File: src/rtl/cad_defines.vh
// Constants for the channel activity scan and event pin block
`ifndef CAD_DEFINES_VH
`define CAD_DEFINES_VH

// ==========================================================
// Register byte offsets
`define CAD_OFF_MODE     8'h00
`define CAD_OFF_CFG      8'h04
`define CAD_OFF_PIN_A    8'h08
`define CAD_OFF_PIN_B    8'h0c
`define CAD_OFF_EVENT    8'h10
`define CAD_OFF_MODEM    8'h14
`define CAD_OFF_IRQ_STAT 8'h18
`define CAD_OFF_IRQ_MASK 8'h1c
`define CAD_OFF_SCAN     8'h20

// ==========================================================
// Operating modes
`define CAD_MODE_STBY    3'h0
`define CAD_MODE_RXSGL   3'h1
`define CAD_MODE_RX_CONT 3'h2
`define CAD_MODE_SCAN    3'h3

// ==========================================================
// Event flag bit positions
`define CAD_EV_RXTO      7
`define CAD_EV_RECEIVE_FINISHED    6
`define CAD_EV_CRC       5
`define CAD_EV_HDR       4
`define CAD_EV_TRANSMIT_FINISHED    3
`define CAD_EV_DONE      2
`define CAD_EV_HOP       1
`define CAD_EV_FOUND     0

// ==========================================================
// Modem state bit positions
`define CAD_MS_DET       0
`define CAD_MS_SYNC      1
`define CAD_MS_HDR       3

// ==========================================================
// Configuration fields and reset values
`define CAD_CFG_SF_LSB   0
`define CAD_CFG_BW_LSB   8
`define CAD_SF_RST       4'h7
`define CAD_BW_DIV_RST   16'h03e8
`define CAD_SF_MIN       4'h6
`define CAD_SF_MAX       4'hc

// ==========================================================
// Scan timing in chips
`define CAD_PRE_EXTRA    13'h0020
`define CAD_CORR_MARGIN  13'h0008

`endif

File: src/rtl/cad_pinmux.v
// Multipurpose pin function selection
`timescale 1ns/10ps
module cad_pinmux (
    // Pin function selects, two bits per pin
    input  wire [11:0] sel_i,
    // Per-code source vectors, pin 5 in the top bit
    input  wire [5:0]  map00_i,
    input  wire [5:0]  map01_i,
    input  wire [5:0]  map10_i,
    // Pin levels
    output wire [5:0]  pin_o
);

genvar g;
generate
    for (g = 0; g < 6; g = g + 1) begin : g_pin
        reg lvl;
        always @* begin
            case (sel_i[2*g+1:2*g])
                2'h0:    lvl = map00_i[g];
                2'h1:    lvl = map01_i[g];
                2'h2:    lvl = map10_i[g];
                default: lvl = 1'b0;
            endcase
        end
        assign pin_o[g] = lvl;
    end
endgenerate

endmodule // cad_pinmux

File: src/rtl/cad_seq.v
// Channel activity scan sequencer
`timescale 1ns/10ps
`include "cad_defines.vh"
module cad_seq (
    // Clock and reset
    input  wire        ref_clk_i,
    input  wire        rst_b_i,
    // Control
    input  wire        start_i,
    input  wire        abort_i,
    input  wire [3:0]  sf_i,
    input  wire [15:0] bw_div_i,
    // Radio side
    input  wire        synth_lock_i,
    input  wire        corr_hit_i,
    output wire        synth_en_o,
    output wire        rx_en_o,
    output wire        corr_run_o,
    // Result
    output wire        done_o,
    output wire        found_o,
    output wire [2:0]  phase_o
);

localparam S_IDLE = 3'h0;
localparam S_LOCK = 3'h1;
localparam S_CAPT = 3'h2;
localparam S_CORR = 3'h3;
localparam S_DONE = 3'h4;

reg [2:0]  state;
reg [2:0]  next_state;
reg [15:0] div_cnt;
reg [12:0] chip_cnt;
reg        hit;
wire [3:0] sf_c;
wire [12:0] sym;
wire       chip_en;
wire       last;

// Clamp keeps the chip counter within 13 bits
assign sf_c = (sf_i < `CAD_SF_MIN) ? `CAD_SF_MIN :
              (sf_i > `CAD_SF_MAX) ? `CAD_SF_MAX : sf_i;
assign sym  = 13'h0001 << sf_c;
// Chip rate is an enable from the bandwidth divider
assign chip_en = (div_cnt + 16'h0001 >= bw_div_i);
assign last = chip_en &&
    (((state == S_CAPT) &&
      (chip_cnt == sym + `CAD_PRE_EXTRA - 13'h0001)) ||
     ((state == S_CORR) &&
      (chip_cnt == sym - `CAD_CORR_MARGIN - 13'h0001)));

always @* begin
    next_state = state;
    case (state)
        S_IDLE: if (start_i) next_state = S_LOCK;
        S_LOCK: if (synth_lock_i) next_state = S_CAPT;
        S_CAPT: if (last) next_state = S_CORR;
        S_CORR: if (last) next_state = S_DONE;
        default: next_state = S_IDLE;
    endcase
    if (abort_i && state != S_DONE)
        next_state = S_IDLE;
end

always @(posedge ref_clk_i) begin
    if (!rst_b_i) begin
        state    <= S_IDLE;
        div_cnt  <= 16'h0000;
        chip_cnt <= 13'h0000;
        hit      <= 1'b0;
    end else begin
        state <= next_state;
        if (next_state != state || chip_en)
            div_cnt <= 16'h0000;
        else
            div_cnt <= div_cnt + 16'h0001;
        if (next_state != state)
            chip_cnt <= 13'h0000;
        else if (chip_en)
            chip_cnt <= chip_cnt + 13'h0001;
        if (state == S_CORR && last)
            hit <= corr_hit_i;
    end
end

assign synth_en_o = (state == S_LOCK) || (state == S_CAPT);
assign rx_en_o    = (state == S_CAPT);
assign corr_run_o = (state == S_CORR);
assign done_o     = (state == S_DONE);
assign found_o    = (state == S_DONE) && hit;
assign phase_o    = state;

endmodule // cad_seq

File: src/rtl/cad_top.v
// Channel activity scan, event flags, pin mapping and register slave
//
// The implementer's own choices: the Avalon-MM slave port and the address map.
`timescale 1ns/10ps
`include "cad_defines.vh"
module cad_top (
    // Clock and reset
    input  wire        ref_clk_i,
    input  wire        rst_b_i,
    // Avalon-MM slave
    input  wire [7:0]  avs_address_i,
    input  wire        avs_read_i,
    input  wire        avs_write_i,
    input  wire [31:0] avs_writedata_i,
    output reg  [31:0] avs_readdata_o,
    output wire        avs_waitrequest_o,
    // Radio control
    input  wire        synth_lock_i,
    input  wire        corr_hit_i,
    output wire        synth_en_o,
    output wire        rx_en_o,
    output wire        corr_run_o,
    output wire [2:0]  op_mode_o,
    // Event pulses from the modem
    input  wire        rx_done_i,
    input  wire        rx_timeout_i,
    input  wire        crc_fail_i,
    input  wire        header_ok_i,
    input  wire        tx_done_i,
    input  wire        hop_req_i,
    // Modem levels
    input  wire        mode_settled_i,
    input  wire        clock_output_i,
    input  wire        preamble_seen_i,
    input  wire        demod_lock_i,
    // Multipurpose pins and interrupt
    output reg  [5:0]  mpin_o,
    output wire        irq_o
);

// ==========================================================
// Registers
reg [2:0]  op_mode;
reg [3:0]  sf;
reg [15:0] bw_div;
reg [7:0]  pin_sel_a;
reg [3:0]  pin_sel_b;
reg [7:0]  event_flags;
reg [7:0]  irq_stat;
reg [7:0]  irq_mask;
reg        det_q;
reg        sync_q;
reg        hdr_q;
reg        ack;

// ==========================================================
// Next values
reg [7:0]  next_event;
reg [7:0]  next_irq;
reg [2:0]  next_mode;
reg [31:0] next_rdata;

wire       bus_req;
wire       wr_en;
wire       rd_en;
wire       seq_done;
wire       seq_found;
wire [2:0] seq_phase;
wire [7:0] ev_set;
wire [3:0] modem_state_bits;
wire [5:0] map00;
wire [5:0] map01;
wire [5:0] map10;
wire [5:0] pin_lvl;
wire       start_scan;

// ==========================================================
// Bus handshake
// One wait state gives time to register read data
assign bus_req = avs_read_i | avs_write_i;
assign avs_waitrequest_o = bus_req & ~ack;
assign wr_en = avs_write_i & ack;
assign rd_en = avs_read_i & ack;

always @(posedge ref_clk_i) begin
    if (!rst_b_i)
        ack <= 1'b0;
    else
        ack <= bus_req & ~ack;
end

// ==========================================================
// Scan sequencer
// A scan starts on the write that selects scan mode from any other mode
assign start_scan = wr_en
    && (avs_address_i == `CAD_OFF_MODE)
    && (avs_writedata_i[2:0] == `CAD_MODE_SCAN)
    && (op_mode != `CAD_MODE_SCAN);

// Abort on the same edge as the mode write: no radio cycle outside a scan
cad_seq u_seq (
    .ref_clk_i    (ref_clk_i),
    .rst_b_i      (rst_b_i),
    .start_i      (start_scan),
    .abort_i      (next_mode != `CAD_MODE_SCAN),
    .sf_i         (sf),
    .bw_div_i     (bw_div),
    .synth_lock_i (synth_lock_i),
    .corr_hit_i   (corr_hit_i),
    .synth_en_o   (synth_en_o),
    .rx_en_o      (rx_en_o),
    .corr_run_o   (corr_run_o),
    .done_o       (seq_done),
    .found_o      (seq_found),
    .phase_o      (seq_phase)
);

// ==========================================================
// Operating mode
always @* begin
    next_mode = op_mode;
    if (wr_en && avs_address_i == `CAD_OFF_MODE)
        next_mode = avs_writedata_i[2:0];
    if (seq_done && op_mode == `CAD_MODE_SCAN)
        next_mode = `CAD_MODE_STBY;
end

assign op_mode_o = op_mode;

// ==========================================================
// Event flags
assign ev_set[`CAD_EV_RXTO]   = rx_timeout_i;
assign ev_set[`CAD_EV_RECEIVE_FINISHED] = rx_done_i;
assign ev_set[`CAD_EV_CRC]    = crc_fail_i;
assign ev_set[`CAD_EV_HDR]    = header_ok_i;
assign ev_set[`CAD_EV_TRANSMIT_FINISHED] = tx_done_i;
assign ev_set[`CAD_EV_DONE]   = seq_done;
assign ev_set[`CAD_EV_HOP]    = hop_req_i;
assign ev_set[`CAD_EV_FOUND]  = seq_found;

// Host clears with a one per bit; a new event wins
always @* begin
    next_event = event_flags;
    if (wr_en && avs_address_i == `CAD_OFF_EVENT)
        next_event = event_flags & ~avs_writedata_i[7:0];
    next_event = next_event | ev_set;
end

// Interrupt status clears on read, setting wins
always @* begin
    next_irq = irq_stat;
    if (rd_en && avs_address_i == `CAD_OFF_IRQ_STAT)
        next_irq = 8'h00;
    next_irq = next_irq | ev_set;
end

assign irq_o = |(irq_stat & irq_mask);

// ==========================================================
// Modem state bits
assign modem_state_bits[`CAD_MS_DET]  = det_q;
assign modem_state_bits[`CAD_MS_SYNC] = sync_q;
assign modem_state_bits[2]            = 1'b0;
assign modem_state_bits[`CAD_MS_HDR]  = hdr_q;

// ==========================================================
// Register update
always @(posedge ref_clk_i) begin
    if (!rst_b_i) begin
        op_mode     <= `CAD_MODE_STBY;
        sf          <= `CAD_SF_RST;
        bw_div      <= `CAD_BW_DIV_RST;
        pin_sel_a   <= 8'h00;
        pin_sel_b   <= 4'h0;
        event_flags <= 8'h00;
        irq_stat    <= 8'h00;
        irq_mask    <= 8'h00;
        det_q       <= 1'b0;
        sync_q      <= 1'b0;
        hdr_q       <= 1'b0;
    end else begin
        op_mode     <= next_mode;
        event_flags <= next_event;
        irq_stat    <= next_irq;
        det_q       <= preamble_seen_i;
        sync_q      <= preamble_seen_i & demod_lock_i;
        // Header bit holds until the preamble is lost
        if (header_ok_i)
            hdr_q <= 1'b1;
        else if (!preamble_seen_i)
            hdr_q <= 1'b0;
        if (wr_en) begin
            if (avs_address_i == `CAD_OFF_CFG) begin
                sf     <= avs_writedata_i[`CAD_CFG_SF_LSB+3:
                                          `CAD_CFG_SF_LSB];
                bw_div <= avs_writedata_i[`CAD_CFG_BW_LSB+15:
                                          `CAD_CFG_BW_LSB];
            end else if (avs_address_i == `CAD_OFF_PIN_A) begin
                pin_sel_a <= avs_writedata_i[7:0];
            end else if (avs_address_i == `CAD_OFF_PIN_B) begin
                pin_sel_b <= avs_writedata_i[3:0];
            end else if (avs_address_i == `CAD_OFF_IRQ_MASK) begin
                irq_mask <= avs_writedata_i[7:0];
            end
        end
    end
end

// ==========================================================
// Read data
// Loaded on the first cycle so it stands when waitrequest drops
always @* begin
    next_rdata = 32'h0000_0000;
    if (avs_address_i == `CAD_OFF_MODE)
        next_rdata[2:0] = op_mode;
    else if (avs_address_i == `CAD_OFF_CFG) begin
        next_rdata[`CAD_CFG_SF_LSB+3:`CAD_CFG_SF_LSB] = sf;
        next_rdata[`CAD_CFG_BW_LSB+15:`CAD_CFG_BW_LSB] = bw_div;
    end else if (avs_address_i == `CAD_OFF_PIN_A)
        next_rdata[7:0] = pin_sel_a;
    else if (avs_address_i == `CAD_OFF_PIN_B)
        next_rdata[3:0] = pin_sel_b;
    else if (avs_address_i == `CAD_OFF_EVENT)
        next_rdata[7:0] = event_flags;
    else if (avs_address_i == `CAD_OFF_MODEM)
        next_rdata[3:0] = modem_state_bits;
    else if (avs_address_i == `CAD_OFF_IRQ_STAT)
        next_rdata[7:0] = irq_stat;
    else if (avs_address_i == `CAD_OFF_IRQ_MASK)
        next_rdata[7:0] = irq_mask;
    else if (avs_address_i == `CAD_OFF_SCAN)
        next_rdata[2:0] = seq_phase;
end

always @(posedge ref_clk_i) begin
    if (!rst_b_i)
        avs_readdata_o <= 32'h0000_0000;
    else if (avs_read_i && !ack)
        avs_readdata_o <= next_rdata;
end

// ==========================================================
// Multipurpose pins
// Pins 0 to 3 follow the pending flags, so a host clear drops them
assign map00 = {mode_settled_i,
                event_flags[`CAD_EV_FOUND],
                event_flags[`CAD_EV_DONE],
                event_flags[`CAD_EV_HOP],
                event_flags[`CAD_EV_RXTO],
                event_flags[`CAD_EV_RECEIVE_FINISHED]};
assign map01 = {clock_output_i,
                synth_lock_i,
                event_flags[`CAD_EV_HDR],
                event_flags[`CAD_EV_HOP],
                event_flags[`CAD_EV_HOP],
                event_flags[`CAD_EV_TRANSMIT_FINISHED]};
assign map10 = {clock_output_i,
                synth_lock_i,
                event_flags[`CAD_EV_CRC],
                event_flags[`CAD_EV_HOP],
                event_flags[`CAD_EV_FOUND],
                event_flags[`CAD_EV_DONE]};

cad_pinmux u_pinmux (
    .sel_i   ({pin_sel_b, pin_sel_a}),
    .map00_i (map00),
    .map01_i (map01),
    .map10_i (map10),
    .pin_o   (pin_lvl)
);

// Registered pins: one cycle behind the flags, glitch free
always @(posedge ref_clk_i) begin
    if (!rst_b_i)
        mpin_o <= 6'h00;
    else
        mpin_o <= pin_lvl;
end

endmodule // cad_top

File: config.mk
export PLATFORM = sky130hd
export DESIGN_NAME = cad_top
export DESIGN_NICKNAME = d
export VERILOG_FILES = /design/src/rtl/cad_pinmux.v /design/src/rtl/cad_seq.v /design/src/rtl/cad_top.v
export VERILOG_INCLUDE_DIRS = /design/src /design/src/rtl
export SDC_FILE = /design/constraint.sdc
export NUM_CORES = 1
export LEC_CHECK = 0
export BUFFER_PORTS_ARGS = -buffer_cell sky130_fd_sc_hd__buf_2
export CORE_ASPECT_RATIO = 1.75
export CORE_MARGIN = 8
export CORE_UTILIZATION = 55
export CTS_BUF_LIST = sky130_fd_sc_hd__clkbuf_4 sky130_fd_sc_hd__clkbuf_8
export DETAILED_ROUTE_END_ITERATION = 10
export PLACE_DENSITY = 0.82
export SLEW_MARGIN = 20
export SYNTH_ARGS = -nofsm -noshare
export SYNTH_HDL_FRONTEND = slang
export SYNTH_HIERARCHICAL = 1
export SYNTH_SLANG_ARGS = --single-unit
export TNS_END_PERCENT = 5
File: constraint.sdc
create_clock -name ref_clk_i -period 8.65 [get_ports ref_clk_i]
set_input_delay 1.73 -clock ref_clk_i [delete_from_list [all_inputs] [get_ports ref_clk_i]]
set_output_delay 1.73 -clock ref_clk_i [all_outputs]
set_load 0.05 [all_outputs]
==> impl_metrics.ini, run 1 <==
[power_and_ir_drop]
p_seq_share_pct = 48.0
p_total_mw = 1.246
ir_worst_vdd_mv = 0.1207
switching_share_pct = 24.76
p_comb_share_pct = 7.1
p_switching_mw = 0.3086
intPower_mw = 0.9377
clkPwrFrac_pct = 44.9
p_per_area_nw_per_um2 = 170.1
leakage_nw = 3.123

[global_route]
grt_max_degree = 64
grt_pass1_vias = 6083
grt_usage_pct = 22.60
grt_pass1_wl_um = 28720
grt-ovfl-total = 0
antenna_found_initial = 0

[yosys]
synth-edff-count = 0
synth_area_um2 = 6555
postSynth.asyncResetShare_pct = 0
ys_warn_count = 6
synth_area_per_cell_um2 = 8.469
ys_seq_area_share_pct = 38.48
syn_inst = 774
ys.flop_type = dfxtp_1
ys_types = 75
ys_ff_latch = 126

[setup_path]
cpLargestDelayFamily = simple AND/OR/NAND/NOR gates
worstPathRequired_ns = 9.02
r2r-start = u_seq/div_cnt[2]
worstPathCellList = buf_2 > or4_1 > nor2_1 > nand3_1 > and2_1 > o21ai_0 > nor2_1 > a21boi_1 > o2111a_1 > o31ai_4 > a21oi_1
path_class = in2reg
reg2reg_to = u_seq/phase_o[0]
critPathMaxStageDelay_ns = 0.69
path_buf_inv = 1
cp_max_fo = 25
crit_path_start_kind = input port
r2r_slack_ns = 4.80
worst_setup_path_end_kind = flop
critical_path_arrival_ns = 5.09
reg2reg_depth = 14
worst_path_max_delay_cell = o2111a_1
timing.critical_path.mode_cell = nor2_1

[placement]
gp_congestion = 0.9141
place_hpwl_um = 12600
io_buffers = 85

[cts]
clk_pin_slew_ns = 0.07
clockBufferDepth = 2
cts_buffers = 17
hold_buffers = 0
ctsResizeCount = 0
cts_tree = yes
worstSkewPairLatency_ns = 0.45
post_cts_buffers = 0
clock-sinks = 126
cts_root_buf = clkbuf_8
h-tree-depth = 4

[layout]
layout_common_cells = 126 x dfxtp_1, 85 x buf_2, 75 x nand2_1, 75 x nor2_1, 50 x a21oi_1
mostFrequentLayoutCell = dfxtp_1
diodes = 0
syn_to_final_growth_pct = 11.78
drive_gt1_share_pct = 17.40
nNetsFinal = 907

[route]
via_per_inst = 5.920
ant_nets = 0
vias = 5813
wl_per_cell_um = 17.90
dr.pass1.iters = 8
drc = 0
wirelength_um = 17580
dr.first_iter.drc_count = 381

[floorplanning]
core_um2 = 11800
ios = 102
die_y_um = 160.4
die_x_um = 98.53
start_util_pct = 55.53
die_area_um2 = 15810
fp-row-count = 53

[sta]
skew_ns = 0.01019
layout_min_cycle_time_ns = 4.713
worst_pin_slew_ns = 0.9353
slew_headroom_pct = 37.17
setup_viol = 0
report.final.hold_viol_count = 0
fin_setup_tns_ns = 0
fmaxAchievable_mhz = 212.2
slew_violations = 0
rsz0062_at_grt = false
min_period_over_period_pct = 54.48

[run]
cap_viol_max_count = 0

[worst_hold_path]
hp-start = bw_div[10]
hold_path.class = reg2reg
whs_path_depth = 2
min_to = bw_div[10]

[run_status]
status = complete, no violations
state kept, by name, summed over array words and instances, names as in the netlist:
register and flops:
u_seq/chip_cnt 13, irq_mask 8, ack 1, sync_q 1, u_seq/div_cnt 16, op_mode_o 3, hdr_q 1, pin_sel_b 4
u_seq/phase_o 3, avs_readdata_o 24, mpin_o 6, det_q 1, irq_stat 8, event_flags 8, sf 4, u_seq/hit 1
bw_div 16, pin_sel_a 8
worst min-delay path, stage by stage, from the launching register on:
cell and delay [ns]:
dfxtp_1 0.32, nand2_1 0.05, a21oi_1 0.05
area by class of cell:
type | count | area [um^2]
sequential | 126 | 2522
clock buffer | 23 | 304.0
inverter | 25 | 95.09
multi-input combinational | 573 | 3646
tap | 137 | 171.4
clock inverter | 9 | 132.6
fill | 1074 | 4477
timing repair buffer | 89 | 455.4
Yosys cell counts (all sizes together), types with 7 or more instances:
cell	number	area share, %
dfxtp	126	38
nor2	76	4.4
nand2	75	4.3
a21oi	52	4.2
mux2i	37	5.7
buf	34	3.5
nand3	32	2.5
inv	25	1.4
clkbuf	24	1.4
and3	23	2.2
o21ai	22	1.7
a22oi	20	2.3
nor3	20	1.7
ha	19	3.6
xnor2	16	2.1
and2	13	1.2
nand2b	12	1.1
o21a	11	1.3
nor4	10	1.2
a21boi	9	1.1
nand3b	9	1.0
nand4	9	0.86
nor2b	8	0.76
or3	8	0.92
or4	8	1.0
a221oi	7	0.94
o31ai	7	1.0
metal layers:
metal	vias up	GRT usage [%]	routed length, um
li1	2857	-	-
met1	2708	22.15	6567
met2	184	41.20	9351
met3	64	4.941	827
met4	0	15.18	834
met5	-	0	0
stage by stage:
step	std cells	hold slack [ns]	utilization [%]	setup slack [ns]	cell area [um^2]
floorplan	782	0.4418	-	4.417	6585
global placement	950	0.4539	58.36	3.598	6889
detailed placement	950	0.4593	58.36	3.530	6889
CTS	982	0.4681	62.06	4.008	7326
global route	982	0.4966	62.07	3.573	7327
finish	982	0.4678	62.07	3.937	7327
power groups by stage:
stage	Sequential [mW]	Clock (mW)	Combinational [mW]
6_report	0.598	0.560	0.0888
5_1_grt	0.598	0.593	0.0958
4_1_cts	0.597	0.565	0.0875
3_5_place_dp	0.611	0	0.0871
3_3_place_gp	0.610	0	0.0865
2_1_floorplan	0.616	0	0.0542
how the worst max path moves through the flow:
stage                     start  depth (start not counted)  slack, ns            endpoint
2_1_floorplan  avs_address_i[3]                         12       4.42   u_seq/chip_cnt[2]
3_5_place_dp   avs_address_i[2]                         11       3.53  u_seq/chip_cnt[10]
5_1_grt        avs_address_i[2]                         11       3.57   u_seq/chip_cnt[8]
4_1_cts        avs_address_i[2]                         11       4.01  u_seq/chip_cnt[10]
6_report       avs_address_i[2]                         11       3.94  u_seq/chip_cnt[10]
3_3_place_gp   avs_address_i[2]                         11       3.60   u_seq/chip_cnt[8]
cell families after synthesis:
group	after synthesis	share of synthesized area, %
flip-flops	126	38.48
adder cells (fa/ha/maj)	19	3.627
AO/OA/AOI/OAI	160	16.53
buffers and inverters	83	6.356
AND/OR/NAND/NOR	321	25.62
multiplexers	41	6.337
XOR/XNOR	22	2.939
other	2	0.1146
Note: power is estimated with default switching activity, not from simulation.
==> run 2: changes to the inputs <==
CORE_UTILIZATION = 53   (was 55)
clock period = 3.8 ns   (was 8.65 ns; I/O delays follow)
==> impl_metrics.ini, run 2 (synthesis results as in run 1) <==
[power_and_ir_drop]
p_switching_mw = 0.7195
ir_worst_vdd_mv = 0.2490
p_seq_share_pct = 49.1
clkPwrFrac_pct = 43.5
switching_share_pct = 25.97
p_total_mw = 2.771
leakage_nw = 3.154
p_comb_share_pct = 7.4
p_per_area_nw_per_um2 = 373.4
intPower_mw = 2.051

[route]
vias = 5951
ant_nets = 0
dr.first_iter.drc_count = 313
wl_per_cell_um = 17.43
drc = 0
dr.pass1.iters = 7
via_per_inst = 5.817
wirelength_um = 17830

[layout]
largest_reg_flops = 24
reg_top3 = avs_readdata_o (24), bw_div (16), u_seq/div_cnt (16)
nNetsFinal = 917
final_cells = 1023
mostFrequentLayoutCell = dfxtp_1
drive_gt1_share_pct = 18.48
largest-register = avs_readdata_o
diodes = 0
layout_common_cells = 126 x dfxtp_1, 85 x buf_2, 75 x nand2_1, 75 x nor2_1, 50 x a21oi_1
syn_to_final_growth_pct = 13.21

[cts]
cts_tree = yes
h-tree-depth = 4
clock-sinks = 126
worstSkewPairLatency_ns = 0.45
cts_root_buf = clkbuf_8
cts_buffers = 17
clk_pin_slew_ns = 0.08
clockBufferDepth = 2
post_cts_buffers = 0

[worst_hold_path]
hold_path.class = reg2reg

[sta]
layout_min_cycle_time_ns = 3.535
slew_headroom_pct = 38.80
min_period_over_period_pct = 93.02
skew_ns = 0.01442
fmaxAchievable_mhz = 282.9
hold_ws_ns = 0.4767
worst_pin_slew_ns = 0.9169
rsz0062_at_grt = false
setup_viol = 0
report.final.hold_viol_count = 0
slew_violations = 0
fin_setup_tns_ns = 0
timing.final.ws_setup_ns = 0.2652

[global_route]
grt-ovfl-total = 0
grt_max_degree = 64
grt_pass1_wl_um = 28350
grt_pass1_vias = 5819
antenna_found_initial = 0
grt_usage_pct = 22.11

[setup_path]
path_class = reg2reg
cp_max_fo = 13
worst_setup_path_end_kind = flop
crit_path_start_kind = flop
critical_path_arrival_ns = 3.90
worstPathRequired_ns = 4.17

[placement]
dpl_worst_slack_ns = 0.3150
dp_cells = 991
gp_congestion = 0.9340
place_hpwl_um = 13090
io_buffers = 85

[run]
cap_viol_max_count = 0

[floorplanning]
fp-row-count = 54
die_x_um = 100.1
ios = 102
core_um2 = 12300
die_y_um = 163.1
die_area_um2 = 16320
start_util_pct = 53.31

[run_status]
status = complete, no violations
-- run 2: cell count changes in the layout (fill, tap and decap cells not counted), sizes merged --
| cell | before | now |
|---|---|---|
| inv | 24 | 28 |
| bufinv | 3 | 2 |
| clkinv | 5 | 3 |
| buf | 89 | 99 |
| clkbuf | 23 | 21 |
| clkinvlp | 2 | 3 |
-- run 2: what timing repair did --
| item | 4_1_cts | 5_1_grt |
|---|---|---|
| endpoints found under the setup margin | 0 | 1 |
| gates resized for setup | 0 | 1 |
| hold buffers | 0 | 0 |
-- run 2: per-stage QoR --
stage / utilization, % / area (um^2)
floorplan: - / 6585
global placement: 56.95 / 7003
detailed placement: 56.95 / 7003
CTS: 60.29 / 7413
global route: 60.35 / 7421
finish: 60.35 / 7421
-- run 2: area by class of cell --
| cell class | count | area, um^2 |
|---|---|---|
| clock buffer | 21 | 282.8 |
| clock inverter | 11 | 127.6 |
| fill | 1134 | 4876 |
| inverter | 25 | 95.09 |
| multi-input combinational | 573 | 3652 |
| sequential | 126 | 2522 |
| tap | 168 | 210.2 |
| timing repair buffer | 99 | 530.5 |
-- run 2: final timing paths --
check | to | slack, ns | startpoint | cells after the start
min | bw_div[12] | 0.48 | bw_div[12] | 2
max | u_seq/chip_cnt[8] | 0.27 | u_seq/div_cnt[2] | 14
min reg2reg | bw_div[12] | 0.48 | bw_div[12] | 2
max reg2reg | u_seq/chip_cnt[8] | 0.27 | u_seq/div_cnt[2] | 14
-- run 2: layer usage --
layer	global-route usage, %	routed length [um]
met1	22.23	6586
met2	41.27	9682
met3	3.969	890
met4	12.46	669
met5	0	0
-- run 2: power groups by stage --
stage / Combinational, mW / Sequential (mW) / Clock, mW
6_report: 0.206 / 1.36 / 1.21
5_1_grt: 0.221 / 1.36 / 1.27
4_1_cts: 0.203 / 1.36 / 1.22
3_5_place_dp: 0.202 / 1.39 / 0
3_3_place_gp: 0.200 / 1.39 / 0
2_1_floorplan: 0.123 / 1.40 / 0
-- run 2: critical path: stages, from the launching register on --
cell and delay (ns):
dfxtp_1 0.38, and3_1 0.21, and3_1 0.21, nand4_1 0.17, or2_2 0.32, xnor2_1 0.15, ha_1 0.31, a21oi_1 0.07
o21a_1 0.19, a21oi_1 0.15, o21ai_2 0.14, and2_1 0.27, buf_4 0.22, or4_1 0.50, a21oi_1 0.16
